$ cat config.mk
export PLATFORM = sky130hd
export DESIGN_NAME = step_dir_axis_generator
export DESIGN_NICKNAME = d
export VERILOG_FILES = /design/src/step_dir_pkg.sv /design/src/step_pulse_channel.sv /design/src/step_dir_axis_generator.sv
export SDC_FILE = /design/constraint.sdc
export NUM_CORES = 2
export LEC_CHECK = 0
export ABC_AREA = 1
export BUFFER_PORTS_ARGS = -buffer_cell sky130_fd_sc_hd__buf_4
export CAP_MARGIN = 20
export CORE_MARGIN = 2
export CORE_UTILIZATION = 39
export DETAILED_ROUTE_END_ITERATION = 7
export SYNTH_ARGS = -nofsm -noshare
export SYNTH_HDL_FRONTEND = slang
export SYNTH_SLANG_ARGS = --single-unit
$ cat constraint.sdc
create_clock -name CLK_I -period 16.7 [get_ports CLK_I]
set_input_delay 0 -clock CLK_I [delete_from_list [all_inputs] [get_ports CLK_I]]
set_output_delay 0 -clock CLK_I [all_outputs]
set_load 0.02 [all_outputs]
$ cat src/step_dir_pkg.sv
package step_dir_pkg;
   localparam int NUM_AXES = 6;
   localparam int NUM_SWITCH_INPUTS = 5;
   localparam int CLK_HZ = 200000000;
   localparam int MAX_STEP_RATE_HZ = 35000;
   localparam int MIN_STEP_PERIOD_CYCLES = CLK_HZ / MAX_STEP_RATE_HZ;
   localparam int STEP_PULSE_NS = 2000;
   localparam int STEP_PULSE_CYCLES = (STEP_PULSE_NS * (CLK_HZ / 1000000) + 999) / 1000;
   localparam int DIR_SETUP_NS = 1000;
   localparam int DIR_SETUP_CYCLES = (DIR_SETUP_NS * (CLK_HZ / 1000000) + 999) / 1000;
   localparam int PERIOD_W = 24;
   localparam int POS_W = 32;
   localparam int HOME_PERIOD_DEFAULT = 20000;
   localparam logic [POS_W-1:0] POS_RESET = 32'h0000_0000;
endpackage

$ cat src/step_pulse_channel.sv
`timescale 1ns/10ps
// One axis: rate timer, direction setup, fixed-width step pulse
module step_pulse_channel
   import step_dir_pkg::*;
#(
   parameter int PULSE_CYCLES = STEP_PULSE_CYCLES,
   parameter int SETUP_CYCLES = DIR_SETUP_CYCLES
)
(
   input wire logic clk_i,
   input wire logic reset_i,
   // Command
   input wire logic run_i,
   input wire logic dir_i,
   input wire logic [PERIOD_W-1:0] period_i,
   // Outputs, active-high logic level
   output logic step_o,
   output logic dir_o,
   output logic step_done_o
);
   typedef enum logic [2:0]
   {
      S_IDLE = 3'b001,
      S_SETUP = 3'b010,
      S_PULSE = 3'b100
   } ch_state_t;

   ch_state_t state;
   ch_state_t next_state;
   logic [PERIOD_W-1:0] timer;
   logic [PERIOD_W-1:0] next_timer;
   logic [PERIOD_W-1:0] gap;
   logic [PERIOD_W-1:0] next_gap;
   logic dir_q;
   logic next_dir_q;
   logic done_q;
   logic next_done_q;

   // Period is clamped to MIN_STEP_PERIOD_CYCLES (5714), a rate just above the 35000 guaranteed maximum
   function automatic logic [PERIOD_W-1:0] clamp_period(input logic [PERIOD_W-1:0] p);
      logic [PERIOD_W-1:0] lo;
      lo = PERIOD_W'(MIN_STEP_PERIOD_CYCLES);
      clamp_period = (p < lo) ? lo : p;
   endfunction

   always_comb
   begin
      next_state = state;
      next_timer = timer;
      next_gap = gap;
      next_dir_q = dir_q;
      next_done_q = 1'b0;
      if (gap != '0)
      begin
         next_gap = gap - 1'b1;
      end
      case (state)
         S_IDLE:
         begin
            if (run_i && gap == '0)
            begin
               if (dir_i != dir_q)
               begin
                  next_dir_q = dir_i;
                  next_timer = PERIOD_W'(SETUP_CYCLES);
                  next_state = S_SETUP;
               end
               else
               begin
                  next_timer = PERIOD_W'(PULSE_CYCLES);
                  next_gap = clamp_period(period_i) - 1'b1;
                  next_state = S_PULSE;
               end
            end
         end
         S_SETUP:
         begin
            if (timer <= 1)
            begin
               next_timer = PERIOD_W'(PULSE_CYCLES);
               next_gap = clamp_period(period_i) - 1'b1;
               next_state = S_PULSE;
            end
            else
            begin
               next_timer = timer - 1'b1;
            end
         end
         S_PULSE:
         begin
            // Direction frozen here
            if (timer <= 1)
            begin
               next_done_q = 1'b1;
               next_state = S_IDLE;
            end
            else
            begin
               next_timer = timer - 1'b1;
            end
         end
         default:
         begin
            next_state = S_IDLE;
         end
      endcase
   end

   always_ff @(posedge clk_i or posedge reset_i)
   begin
      if (reset_i)
      begin
         state <= S_IDLE;
         timer <= '0;
         gap <= '0;
         dir_q <= 1'b0;
         done_q <= 1'b0;
      end
      else
      begin
         state <= next_state;
         timer <= next_timer;
         gap <= next_gap;
         dir_q <= next_dir_q;
         done_q <= next_done_q;
      end
   end

   assign step_o = (state == S_PULSE);
   assign dir_o = dir_q;
   assign step_done_o = done_q;

   property p_dir_stable;
      @(posedge clk_i) disable iff (reset_i)
      step_o |=> (step_o ? $stable(dir_o) : 1'b1);
   endproperty
   a_dir_stable: assert property (p_dir_stable) else $error("dir changed in pulse");

   property p_pulse_width;
      @(posedge clk_i) disable iff (reset_i)
      $rose(step_o) |-> step_o [*2] ##1 1'b1;
   endproperty
   a_pulse_width: assert property (p_pulse_width) else $error("step pulse too short");

   property p_dir_before_step;
      @(posedge clk_i) disable iff (reset_i)
      $changed(dir_o) |-> !step_o ##1 !step_o;
   endproperty
   a_dir_before_step: assert property (p_dir_before_step) else $error("dir setup violated");
endmodule

$ cat src/step_dir_axis_generator.sv
`timescale 1ns/10ps
// Function
// One step pulse per commanded step
// Direction settles before its step pulse
// Higher speed gives shorter pulse interval
// Step and direction polarity selectable
// 35000 steps per second on six axes
// Encoder gives four counts per slot
// Drive moves one count per step
// Drive may scale steps by gear ratio
// Reference one axis or all axes
// Reference at zero leaves position zero
// External limit logic disables drives
// One shared input gives limit and reference
// Three axes need three inputs, gantry four
// At most five switch inputs
// Limit during motion stops all, flags
// Limits ignored during referencing
// Seek switch slowly, back off until release
// Direction held steady through each pulse
module step_dir_axis_generator
   import step_dir_pkg::*;
#(
   parameter int AXES = NUM_AXES,
   parameter int SWITCHES = NUM_SWITCH_INPUTS,
   parameter logic [PERIOD_W-1:0] HOME_PERIOD = PERIOD_W'(HOME_PERIOD_DEFAULT)
)
(
   // Clock and reset
   input wire logic CLK_I,
   input wire logic RESET_I,
   // Motion command per axis
   input wire logic [AXES-1:0] RUN_I,
   input wire logic [AXES-1:0] DIR_I,
   input wire logic [AXES*step_dir_pkg::PERIOD_W-1:0] PERIOD_I,
   // Polarity: 1 means active low at the pin
   input wire logic STEP_ACTIVE_LOW_I,
   input wire logic DIR_ACTIVE_LOW_I,
   // Switches, active high, one shared input per switch group
   input wire logic [SWITCHES-1:0] SWITCH_I,
   input wire logic [AXES*3-1:0] SWITCH_SEL_I,
   // Referencing
   input wire logic HOME_START_I,
   input wire logic HOME_ALL_I,
   input wire logic [2:0] HOME_AXIS_I,
   input wire logic [AXES-1:0] HOME_DIR_I,
   input wire logic LIMIT_CLEAR_I,
   // Drive pins
   output logic [AXES-1:0] STEP_O,
   output logic [AXES-1:0] DIR_O,
   // Status
   output logic LIMIT_TRIPPED_O,
   output logic HOMING_O,
   output logic [AXES-1:0] HOMED_O,
   output logic [AXES*step_dir_pkg::POS_W-1:0] AXIS_POSITION_READOUT_O
);
   import step_dir_pkg::*;

   typedef enum logic [3:0]
   {
      H_IDLE = 4'b0001,
      H_SEEK = 4'b0010,
      H_BACKOFF = 4'b0100,
      H_NEXT = 4'b1000
   } home_state_t;

   home_state_t hstate;
   home_state_t next_hstate;
   logic [AXES-1:0] home_mask;
   logic [AXES-1:0] next_home_mask;
   logic [2:0] home_axis;
   logic [2:0] next_home_axis;
   logic tripped;
   logic next_tripped;
   logic [AXES-1:0] homed;
   logic [AXES-1:0] next_homed;
   logic [POS_W-1:0] pos [AXES];
   logic [POS_W-1:0] next_pos [AXES];
   logic [AXES-1:0] ch_run;
   logic [AXES-1:0] ch_dir;
   logic [AXES-1:0] ch_step;
   logic [AXES-1:0] ch_dir_out;
   logic [AXES-1:0] ch_done;
   logic [AXES-1:0] axis_sw;
   logic [AXES-1:0] moving;
   logic [AXES-1:0] step_pin;
   logic [AXES-1:0] dir_pin;
   logic cur_sw;

   // Map an axis to its shared switch input
   function automatic logic sw_of(input logic [SWITCHES-1:0] sw, input logic [2:0] sel);
      sw_of = (int'(sel) < SWITCHES) ? sw[sel] : 1'b0;
   endfunction

   always_comb
   begin
      for (int a = 0; a < AXES; a++)
      begin
         axis_sw[a] = sw_of(SWITCH_I, SWITCH_SEL_I[a*3 +: 3]);
      end
   end

   assign cur_sw = axis_sw[home_axis];

   // Channel command mux: homing owns the axis being referenced
   always_comb
   begin
      for (int a = 0; a < AXES; a++)
      begin
         ch_run[a] = 1'b0;
         ch_dir[a] = DIR_I[a];
         if (hstate == H_SEEK && int'(home_axis) == a)
         begin
            ch_run[a] = 1'b1;
            ch_dir[a] = HOME_DIR_I[a];
         end
         else if (hstate == H_BACKOFF && int'(home_axis) == a)
         begin
            ch_run[a] = 1'b1;
            ch_dir[a] = ~HOME_DIR_I[a];
         end
         else if (hstate == H_IDLE && !tripped)
         begin
            ch_run[a] = RUN_I[a];
         end
      end
   end

   genvar g;
   generate
      for (g = 0; g < AXES; g++)
      begin : g_ch
         logic [PERIOD_W-1:0] per;
         assign per = (hstate != H_IDLE) ? HOME_PERIOD : PERIOD_I[g*PERIOD_W +: PERIOD_W];
         step_pulse_channel u_ch
         (
            .clk_i(CLK_I),
            .reset_i(RESET_I),
            .run_i(ch_run[g]),
            .dir_i(ch_dir[g]),
            .period_i(per),
            .step_o(ch_step[g]),
            .dir_o(ch_dir_out[g]),
            .step_done_o(ch_done[g])
         );
      end
   endgenerate

   assign moving = ch_run | ch_step;

   // Homing sequencer, limit supervision and position counters
   always_comb
   begin
      next_hstate = hstate;
      next_home_mask = home_mask;
      next_home_axis = home_axis;
      next_tripped = tripped;
      next_homed = homed;
      for (int a = 0; a < AXES; a++)
      begin
         next_pos[a] = pos[a];
         if (ch_done[a])
         begin
            next_pos[a] = ch_dir_out[a] ? pos[a] - 1'b1 : pos[a] + 1'b1;
         end
      end
      if (LIMIT_CLEAR_I)
      begin
         next_tripped = 1'b0;
      end
      // A trip in the same cycle as a clear still wins
      if (hstate == H_IDLE && |(axis_sw & moving & RUN_I))
      begin
         next_tripped = 1'b1;
      end
      case (hstate)
         H_IDLE:
         begin
            if (HOME_START_I && !tripped)
            begin
               if (HOME_ALL_I)
               begin
                  next_home_mask = {AXES{1'b1}};
                  next_home_axis = 3'h0;
               end
               else
               begin
                  next_home_mask = '0;
                  next_home_mask[HOME_AXIS_I] = 1'b1;
                  next_home_axis = HOME_AXIS_I;
               end
               // Always enter seek first; seek moves to back-off if already on the switch
               next_hstate = H_SEEK;
            end
         end
         H_SEEK:
         begin
            // Switch here means reference, not a limit
            if (cur_sw)
            begin
               next_hstate = H_BACKOFF;
            end
         end
         H_BACKOFF:
         begin
            if (!cur_sw && !ch_step[home_axis])
            begin
               next_pos[home_axis] = POS_RESET;
               next_homed[home_axis] = 1'b1;
               next_hstate = H_NEXT;
            end
         end
         H_NEXT:
         begin
            // Wait for the channel to go quiet before the next axis
            if (ch_step == '0)
            begin
               if (HOME_ALL_I && home_mask == {AXES{1'b1}} && int'(home_axis) < AXES - 1)
               begin
                  next_home_axis = home_axis + 3'h1;
                  next_hstate = H_SEEK;
               end
               else
               begin
                  next_home_mask = '0;
                  next_hstate = H_IDLE;
               end
            end
         end
         default:
         begin
            next_hstate = H_IDLE;
         end
      endcase
   end

   always_ff @(posedge CLK_I or posedge RESET_I)
   begin
      if (RESET_I)
      begin
         hstate <= H_IDLE;
         home_mask <= '0;
         home_axis <= 3'h0;
         tripped <= 1'b0;
         homed <= '0;
         for (int a = 0; a < AXES; a++)
         begin
            pos[a] <= POS_RESET;
         end
      end
      else
      begin
         hstate <= next_hstate;
         home_mask <= next_home_mask;
         home_axis <= next_home_axis;
         tripped <= next_tripped;
         homed <= next_homed;
         for (int a = 0; a < AXES; a++)
         begin
            pos[a] <= next_pos[a];
         end
      end
   end

   // Registered pins so polarity changes never glitch the drive
   always_comb
   begin
      step_pin = ch_step ^ {AXES{STEP_ACTIVE_LOW_I}};
      dir_pin = ch_dir_out ^ {AXES{DIR_ACTIVE_LOW_I}};
   end

   always_ff @(posedge CLK_I or posedge RESET_I)
   begin
      if (RESET_I)
      begin
         STEP_O <= '0;
         DIR_O <= '0;
      end
      else
      begin
         STEP_O <= step_pin;
         DIR_O <= dir_pin;
      end
   end

   always_comb
   begin
      for (int a = 0; a < AXES; a++)
      begin
         AXIS_POSITION_READOUT_O[a*POS_W +: POS_W] = pos[a];
      end
   end

   assign LIMIT_TRIPPED_O = tripped;
   assign HOMING_O = (hstate != H_IDLE);
   assign HOMED_O = homed;

   property p_trip_stops;
      @(posedge CLK_I) disable iff (RESET_I)
      (tripped && hstate == H_IDLE) |-> (ch_run == '0);
   endproperty
   a_trip_stops: assert property (p_trip_stops) else $error("motion while tripped");

   property p_no_trip_homing;
      @(posedge CLK_I) disable iff (RESET_I)
      (hstate != H_IDLE && !tripped) |=> !tripped;
   endproperty
   a_no_trip_homing: assert property (p_no_trip_homing) else $error("trip during homing");

   property p_home_zero;
      @(posedge CLK_I) disable iff (RESET_I)
      (hstate == H_BACKOFF && next_hstate == H_NEXT) |=> (pos[home_axis] == POS_RESET);
   endproperty
   a_home_zero: assert property (p_home_zero) else $error("position not zero after home");

   property p_seek_dir;
      @(posedge CLK_I) disable iff (RESET_I)
      (hstate == H_SEEK) |-> ch_run[home_axis] && ch_dir[home_axis] == HOME_DIR_I[home_axis];
   endproperty
   a_seek_dir: assert property (p_seek_dir) else $error("seek direction wrong");

   property p_step_pol;
      @(posedge CLK_I) disable iff (RESET_I)
      1'b1 |=> STEP_O == ($past(ch_step) ^ {AXES{$past(STEP_ACTIVE_LOW_I)}});
   endproperty
   a_step_pol: assert property (p_step_pol) else $error("step polarity wrong");
endmodule

Word level (Yosys, flattened, before mapping)
Cells that the tools add are included.
- word-level logic and storage cells: 464
- register bits: 542
- latch bits: 0
- memories kept: 0
- RAM bits: 0
- memory bits (read-only): 0
- reduce and logical (&&, ||, !) cells: 75
- divide/modulo/power cells: 0
- $mul: 0
- $add $sub $neg: 31
- shifts and indexed selects: 0
- bitwise operators: 15
- magnitude comparators: 31
- mux-type cells: 204
- equal/unequal tests: 65
- operators by type and width (cell ; number):
    24-bit two-way mux ; 54
    24-bit case mux with 3 select lines ; 6
    24-bit by 1-bit subtractor with 24-bit output, second input constant ; 18
    32-bit two-way mux ; 13
    192-bit two-way mux ; 2
    24-bit case mux with 2 select lines ; 6
    32-bit by 1-bit adder with 32-bit output, second input constant ; 6
    192-bit AND ; 1
    192-bit NOT ; 1
    32-bit by 1-bit subtractor with 32-bit output, second input constant ; 6
    24-bit by 1-bit <= comparator with 1-bit output, second input constant ; 6
    24-bit logical NOT ; 6
    24-bit by 13-bit less-than comparator with 1-bit output, second input constant ; 6
    24-bit nonzero test ; 6
    32-bit demux with 3-bit select ; 1
    3-bit two-way mux ; 28
    1-bit two-way mux ; 60
    9-bit two-way mux ; 6
    3-bit case mux with 3 select lines ; 6
    3-bit AND reduction ; 18
    3-bit by 4-bit less-than comparator with 1-bit output, second input constant ; 8
    2-bit != test, second input constant ; 16
    3-bit equality test, second input constant ; 10
    2-bit by 1-bit != test with 1-bit output, second input constant ; 14
    other kinds (36) ; 117

Longest topological paths before layout
- word-level depth: 11
- gate-level depth with buffers: 24
- depth with buffers taken out: 22

Modules after synthesis
From an unflattened synthesis, not the netlist that was laid out.
- cell total of the unflattened synthesis: 8248
- area total of the unflattened synthesis: 51361.8 sq um
- modules (own cells, without submodules) (module ; area each (sq um) ; cells each ; sequential area each (sq um) ; instances):
    step_dir_axis_generator ; 24999.0 ; 4342 ; 5606.6 ; 1
    step_pulse_channel (g_ch[1].u_ch ...) ; 4431.8 ; 653 ; 1327.5 ; 4
    step_pulse_channel (g_ch[5].u_ch) ; 4369.2 ; 661 ; 1327.5 ; 1
    step_pulse_channel (g_ch[0].u_ch) ; 4266.6 ; 633 ; 1327.5 ; 1

Least setup slack after synthesis
No wires, ideal clock.
- kind: register to register
- start point: register hstate[0]
- end point: register g_ch[2].u_ch.gap[12]
- library setup time: 0.122 ns
- arrival time: 2.895 ns
- setup slack: 13.684 ns
- period minus slack after synthesis: 3.016 ns
- buffers on the path: 3
- stages on the path, launching flop included: 23
- required time: 16.578 ns
- cell sequence: dfstp_2 > inv_2 > nor2_4 > nand2_4 > buf_6 > a31oi_1 > nand2_1 > nand2_1 > nand2_1 > nand2_2 > buf_6 > buf_2 > inv_1 > nor3_1 > inv_1 > ha_1 > nand2_1 > nor2_2 > nand2_1 > nor2_1 > or2_1 > nand3_1 > o21ai_1
- longest elaborated chain between the ends: 8
- elaborated cells on any way between the ends: 22
- classes of those cells: add/sub (1); order compare (1); eq/ne (5); mux (11); reduce/logical (4)
- ends and longest elaborated chain (element ; RTL line ; source):
    start: declaration ; step_dir_axis_generator.sv:67 ; home_state_t hstate;
    start signal: assignment ; step_dir_axis_generator.sv:253 ; hstate <= next_hstate;
    4-bit by 1-bit != test with 1-bit output (tied with other cells) ; step_dir_axis_generator.sv:134 ; assign per = (hstate != H_IDLE) ? HOME_PERIOD : PERIOD_I[g*PERIOD_W +: PERIOD_W];
    24-bit two-way mux (tied with other cells) ; step_dir_axis_generator.sv:134 ;
    24-bit by 13-bit less-than comparator with 1-bit output (tied with other cells) ; step_pulse_channel.sv:43 ; clamp_period = (p < lo) ? lo : p;
    24-bit two-way mux (tied with other cells) ; step_pulse_channel.sv:43 ;
    24-bit by 1-bit subtractor with 24-bit output (tied with other cells) ; step_pulse_channel.sv:71, step_pulse_channel.sv:81 ;
    24-bit two-way mux or 1-bit logical AND (tied branches) ; step_pulse_channel.sv:62, step_pulse_channel.sv:60 ;
    24-bit two-way mux ; step_pulse_channel.sv:60 ; if (run_i && gap == '0)
    24-bit case mux with 2 select lines * ; step_pulse_channel.sv:57 ; case (state)
    named net g_ch[2].u_ch.next_gap[12] ; step_pulse_channel.sv:33 ; logic [PERIOD_W-1:0] next_gap;
    end signal: assignment ; step_pulse_channel.sv:123 ; gap <= next_gap;
    end: declaration ; step_pulse_channel.sv:32 ; logic [PERIOD_W-1:0] gap;
The timed path passes the listed nets; every way through them passes the cells marked *.
A chain may end at the register's enable or synchronous reset.

Worst setup path in the final report
- start point: register hstate[0]
- end point: register g_ch[1].u_ch.gap[18]
- longest elaborated chain between the ends: 8
- elaborated cells on any way between the ends: 22
- classes of those cells: add/sub (1); order compare (1); eq/ne (5); mux (11); reduce/logical (4)
- ends and longest elaborated chain (element ; RTL line):
    4-bit by 1-bit != test with 1-bit output (tied with other cells) ; step_dir_axis_generator.sv:134
    24-bit two-way mux (tied with other cells) ; step_dir_axis_generator.sv:134
    24-bit by 13-bit less-than comparator with 1-bit output (tied with other cells) ; step_pulse_channel.sv:43
    24-bit two-way mux (tied with other cells) ; step_pulse_channel.sv:43
    24-bit by 1-bit subtractor with 24-bit output (tied with other cells) ; step_pulse_channel.sv:71, step_pulse_channel.sv:81
    24-bit two-way mux or 1-bit logical AND (tied branches) ; step_pulse_channel.sv:62, step_pulse_channel.sv:60
    24-bit two-way mux ; step_pulse_channel.sv:60
    24-bit case mux with 2 select lines * ; step_pulse_channel.sv:57
    named net g_ch[1].u_ch.next_gap[18] ; step_pulse_channel.sv:33
    end signal: assignment ; step_pulse_channel.sv:123
    end: declaration ; step_pulse_channel.sv:32
Marked as above.

==> run metrics <==
outcome finished clean; RSZ-0062 raised after global routing no; peak supply drop 65.3 uV; Crit Path Category reg2reg; CP Data Required Time between 15 and 20 ns; clock latency on the worst-skew pair 0.64 ns; Avg Cell Area, Syn ~6.6 um^2; DR vias 47200; r2r endpoint g_ch[1].u_ch.gap[18]$_DFF_PP0_; Starting Density roughly two fifths; FF/Latch Area ~14000 um^2; crit path cell chain nand2_2 > nor2_4 > buf_4 > nand3_1 > nor2_1 > nand2_1 > nor2_1 > nand2_1 > inv_1 > nor2_1 > inv_1 > ha_1 > nand2_1 > nor2_1 > nand4_1 > nor2_1 > nand4_1 > dlygate4sd3_1 > nand2_1 > dlygate4sd3_1 > nand2_1; CP max stage delay 0.69 ns; Compound-Gate Fraction of Synth Area 17.3%; Root Buffer Master clkbuf_16; pwr/cell area 58.2 nW/um^2; largest net degree at the start of global routing 150; mux share of post-synthesis cell area 0.0725%; Post-CTS Resized 0; Post-synth EDFFs 0; syn_nets 7181; largest family of logic cells by synthesized area simple AND/OR/NAND/NOR gates; Tcrit/Tclk final between 30% and 40%; GP Congestion 0.947; Non-Filler Instances between 8000 and 9000; combinational share of power 6.2%; Final HPWL DP 113000 um; port buffer count ~410; Leak 0.0261 uW; Slew @ Worst Pin 0.991 ns; Main synth FF type dfrtp_1; CP Launch Type flip-flop; maximum clock rate 181 MHz; die area roughly 120000 um^2; most common cell after layout, fill and taps aside nand2_1; Post-Syn Instances slightly below 7000; Crit path depth 21; core footprint about 110000 um^2; worst setup path endpoint g_ch[1].u_ch.gap[18]$_DFF_PP0_; Pre-Repair DR Iteration Count 7; clock buffer count from CTS 72; Layout Utilization between 40% and 50%; Layout area overhead 20.7%; Buf/Inv on CP 5; DRC 0; H-tree depth 3; hold_ws 0.0414 ns; # clock sinks 542; NetSw 762 uW; clk buf depth 3; min Tclk post-route 5.54 ns; Synth async-reset ratio 100%; area of the multi-input gates approximately 27000 um^2; Yosys cell types 72; post-synthesis xor/xnor area fraction 4.78%; synth warn 0; die height 343 um; Worst Reg-to-Reg Cells 21; P_int about 2400 uW; final slew viol count 0; antenna viol nets, final 0; Synth Area in Simple Gates roughly a third; Final setup viols 0; CTS clk-pin slew, worst paths 0.06 ns; post-route setup TNS 0 ns; dpl cell area 49500 um^2; Seq pwr share 42.3%; R2R Setup Slk 11.16 ns; first-pass GRT wire length 235000 um; GR Util All Layers 24.3%; WL final 147000 um; clock skew approximately 0.028 ns; initial antenna violation count 19; crit end category flip-flop; postcts setup bufs 0; Row Count 124; Die X 343 um; CP max stage cell buf_4; crit path DAT roughly 6.1 ns; Yosys reg bits ~540; Vias/cell approximately 5.3; post-synthesis adder-cell area fraction under 10%; 1st-iter DRT viols 3450; io pins around 410; final instance area about 54000 um^2; Slew HR 33.2%; placed insts about 8600; grt ovf 0; WL/cell 16.4 um; reg-to-reg startpoint hstate[0]$_DFFE_PP1P_; Fillers 11700; CP delay by family, top simple AND/OR/NAND/NOR gates; most frequent cells in the layout 1270 x nand2_1, 993 x nor2_1, 910 x inv_1; Hold Path Class in2reg; share of cells above drive strength 1 9.78%; vias in the first global route 44500; crit path max fanout 63; nets approximately 8000; Clk pwr share between 50% and 60%; crit path from hstate[0]$_DFFE_PP1P_; Mapped Area 44900 um^2; sequential share of the synthesized area 30.3%; max-cap violation count 0; final hold vios 0; CTS tree yes; # hold bufs at CTS 215; Net Sw Frac 24.2%
## worst reg2reg max path, cell delays in order, from the launching register on
cell	delay (ns)
dfstp_2	0.56
nand2_2	0.07
nor2_4	0.67
buf_4	0.70
nand3_1	0.31
nor2_1	0.16
nand2_1	0.06
nor2_1	0.10
nand2_1	0.27
inv_1	0.23
nor2_1	0.08
inv_1	0.06
ha_1	0.22
nand2_1	0.13
nor2_1	0.22
nand4_1	0.11
nor2_1	0.14
nand4_1	0.11
dlygate4sd3_1	0.59
nand2_1	0.06
dlygate4sd3_1	0.54
nand2_1	0.05
## power by group through the flow
stage               Combinational, uW  Clock [uW]  Sequential (uW)
floorplan                        80.2           0             1360
global placement                  166           0             1350
detailed placement                167           0             1350
CTS                               195        1670             1330
global route                      214        1720             1330
finish                            194        1620             1330
## per-layer routing
layer | up-vias | share of wire, % | track usage (%)
met2 | 1210 | 44 | 38.7
met1 | 21900 | 47 | 33.6
met4 | 24 | 2.6 | 7.28
met3 | 216 | 6.3 | 4.53
li1 | 23800 | - | -
met5 | - | 0.11 | 0
## cell type report
type | count | area share, %
inverters | 938 | 6.51
multi-input cells | 5165 | 50.3
clock inverters | 29 | 0.665
flip-flops and latches | 542 | 25.1
clock buffers | 100 | 3.86
well taps | 1512 | 3.49
diodes | 9 | 0.0416
repair buffers | 656 | 10.1
## flip-flops by register name, indices dropped and copies added, names as in the netlist
register / count
AXIS_POSITION_READOUT_O: 192
g_ch.u_ch.gap: 144
g_ch.u_ch.timer: 144
g_ch.u_ch.state: 18
DIR_O: 6
HOMED_O: 6
STEP_O: 6
g_ch.u_ch.dir_o: 6
g_ch.u_ch.step_done_o: 6
home_mask: 6
hstate: 4
home_axis: 3
LIMIT_TRIPPED_O: 1
## Yosys cell counts, drive strengths merged, types with 7 or more instances
cell type | number | share of area [%]
nand2 | 1285 | 11
nor2 | 1042 | 9.2
inv | 933 | 7.8
o21ai | 588 | 6.6
dfrtp | 535 | 30
nand3 | 494 | 5.6
a21oi | 484 | 5.5
ha | 212 | 5.9
nor3 | 198 | 2.3
xor2 | 181 | 3.5
nand4 | 162 | 2.3
clkbuf | 66 | 0.55
xnor2 | 64 | 1.2
buf | 57 | 0.74
a31oi | 48 | 0.67
nor4 | 47 | 0.66
o211ai | 37 | 0.62
o21bai | 33 | 0.55
o22ai | 33 | 0.46
or2 | 30 | 0.42
o21a | 28 | 0.47
nand3b | 26 | 0.44
o31ai | 24 | 0.40
a21o | 23 | 0.38
o211a | 21 | 0.47
nor3b | 16 | 0.27
a211oi | 15 | 0.25
a21boi | 9 | 0.15
a31o | 8 | 0.16
and2 | 7 | 0.098
dfstp | 7 | 0.41
## worst min-delay path by stage
stage	startpoint	endpoint	slack [ns]	cells after the start
after floorplan	LIMIT_CLEAR_I	LIMIT_TRIPPED_O$_DFFE_PP0P_	0.1	1
after global placement	RESET_I	AXIS_POSITION_READOUT_O[50]$_DFF_PP0_	0.17	2
after detailed placement	RESET_I	AXIS_POSITION_READOUT_O[51]$_DFF_PP0_	0.18	2
after CTS	PERIOD_I[101]	g_ch[4].u_ch.gap[5]$_DFF_PP0_	0.003	5
after global routing	PERIOD_I[101]	g_ch[4].u_ch.gap[5]$_DFF_PP0_	0.07	6
final	PERIOD_I[101]	g_ch[4].u_ch.gap[5]$_DFF_PP0_	0.04	5
## per-stage QoR
step / setup slack (ns) / power [uW]
finish: 11.16 / 3150
global placement: 12.35 / 1520
detailed placement: 12.34 / 1520
global route: 10.73 / 3270
floorplan: 1.56 / 1440
CTS: 11.26 / 3200
## cell families (layout without fill, tap and decap cells)
| family | after synthesis | after routing |
|---|---|---|
| other cells | 0 | 9 |
| fa+ha+maj | 218 | 218 |
| simple gates | 3315 | 3315 |
| xor+xnor | 245 | 245 |
| compound gates | 1384 | 1384 |
| buf+inv | 1061 | 1723 |
| flops | 542 | 542 |
| mux | 3 | 3 |
(Power assumes the default switching activity.)
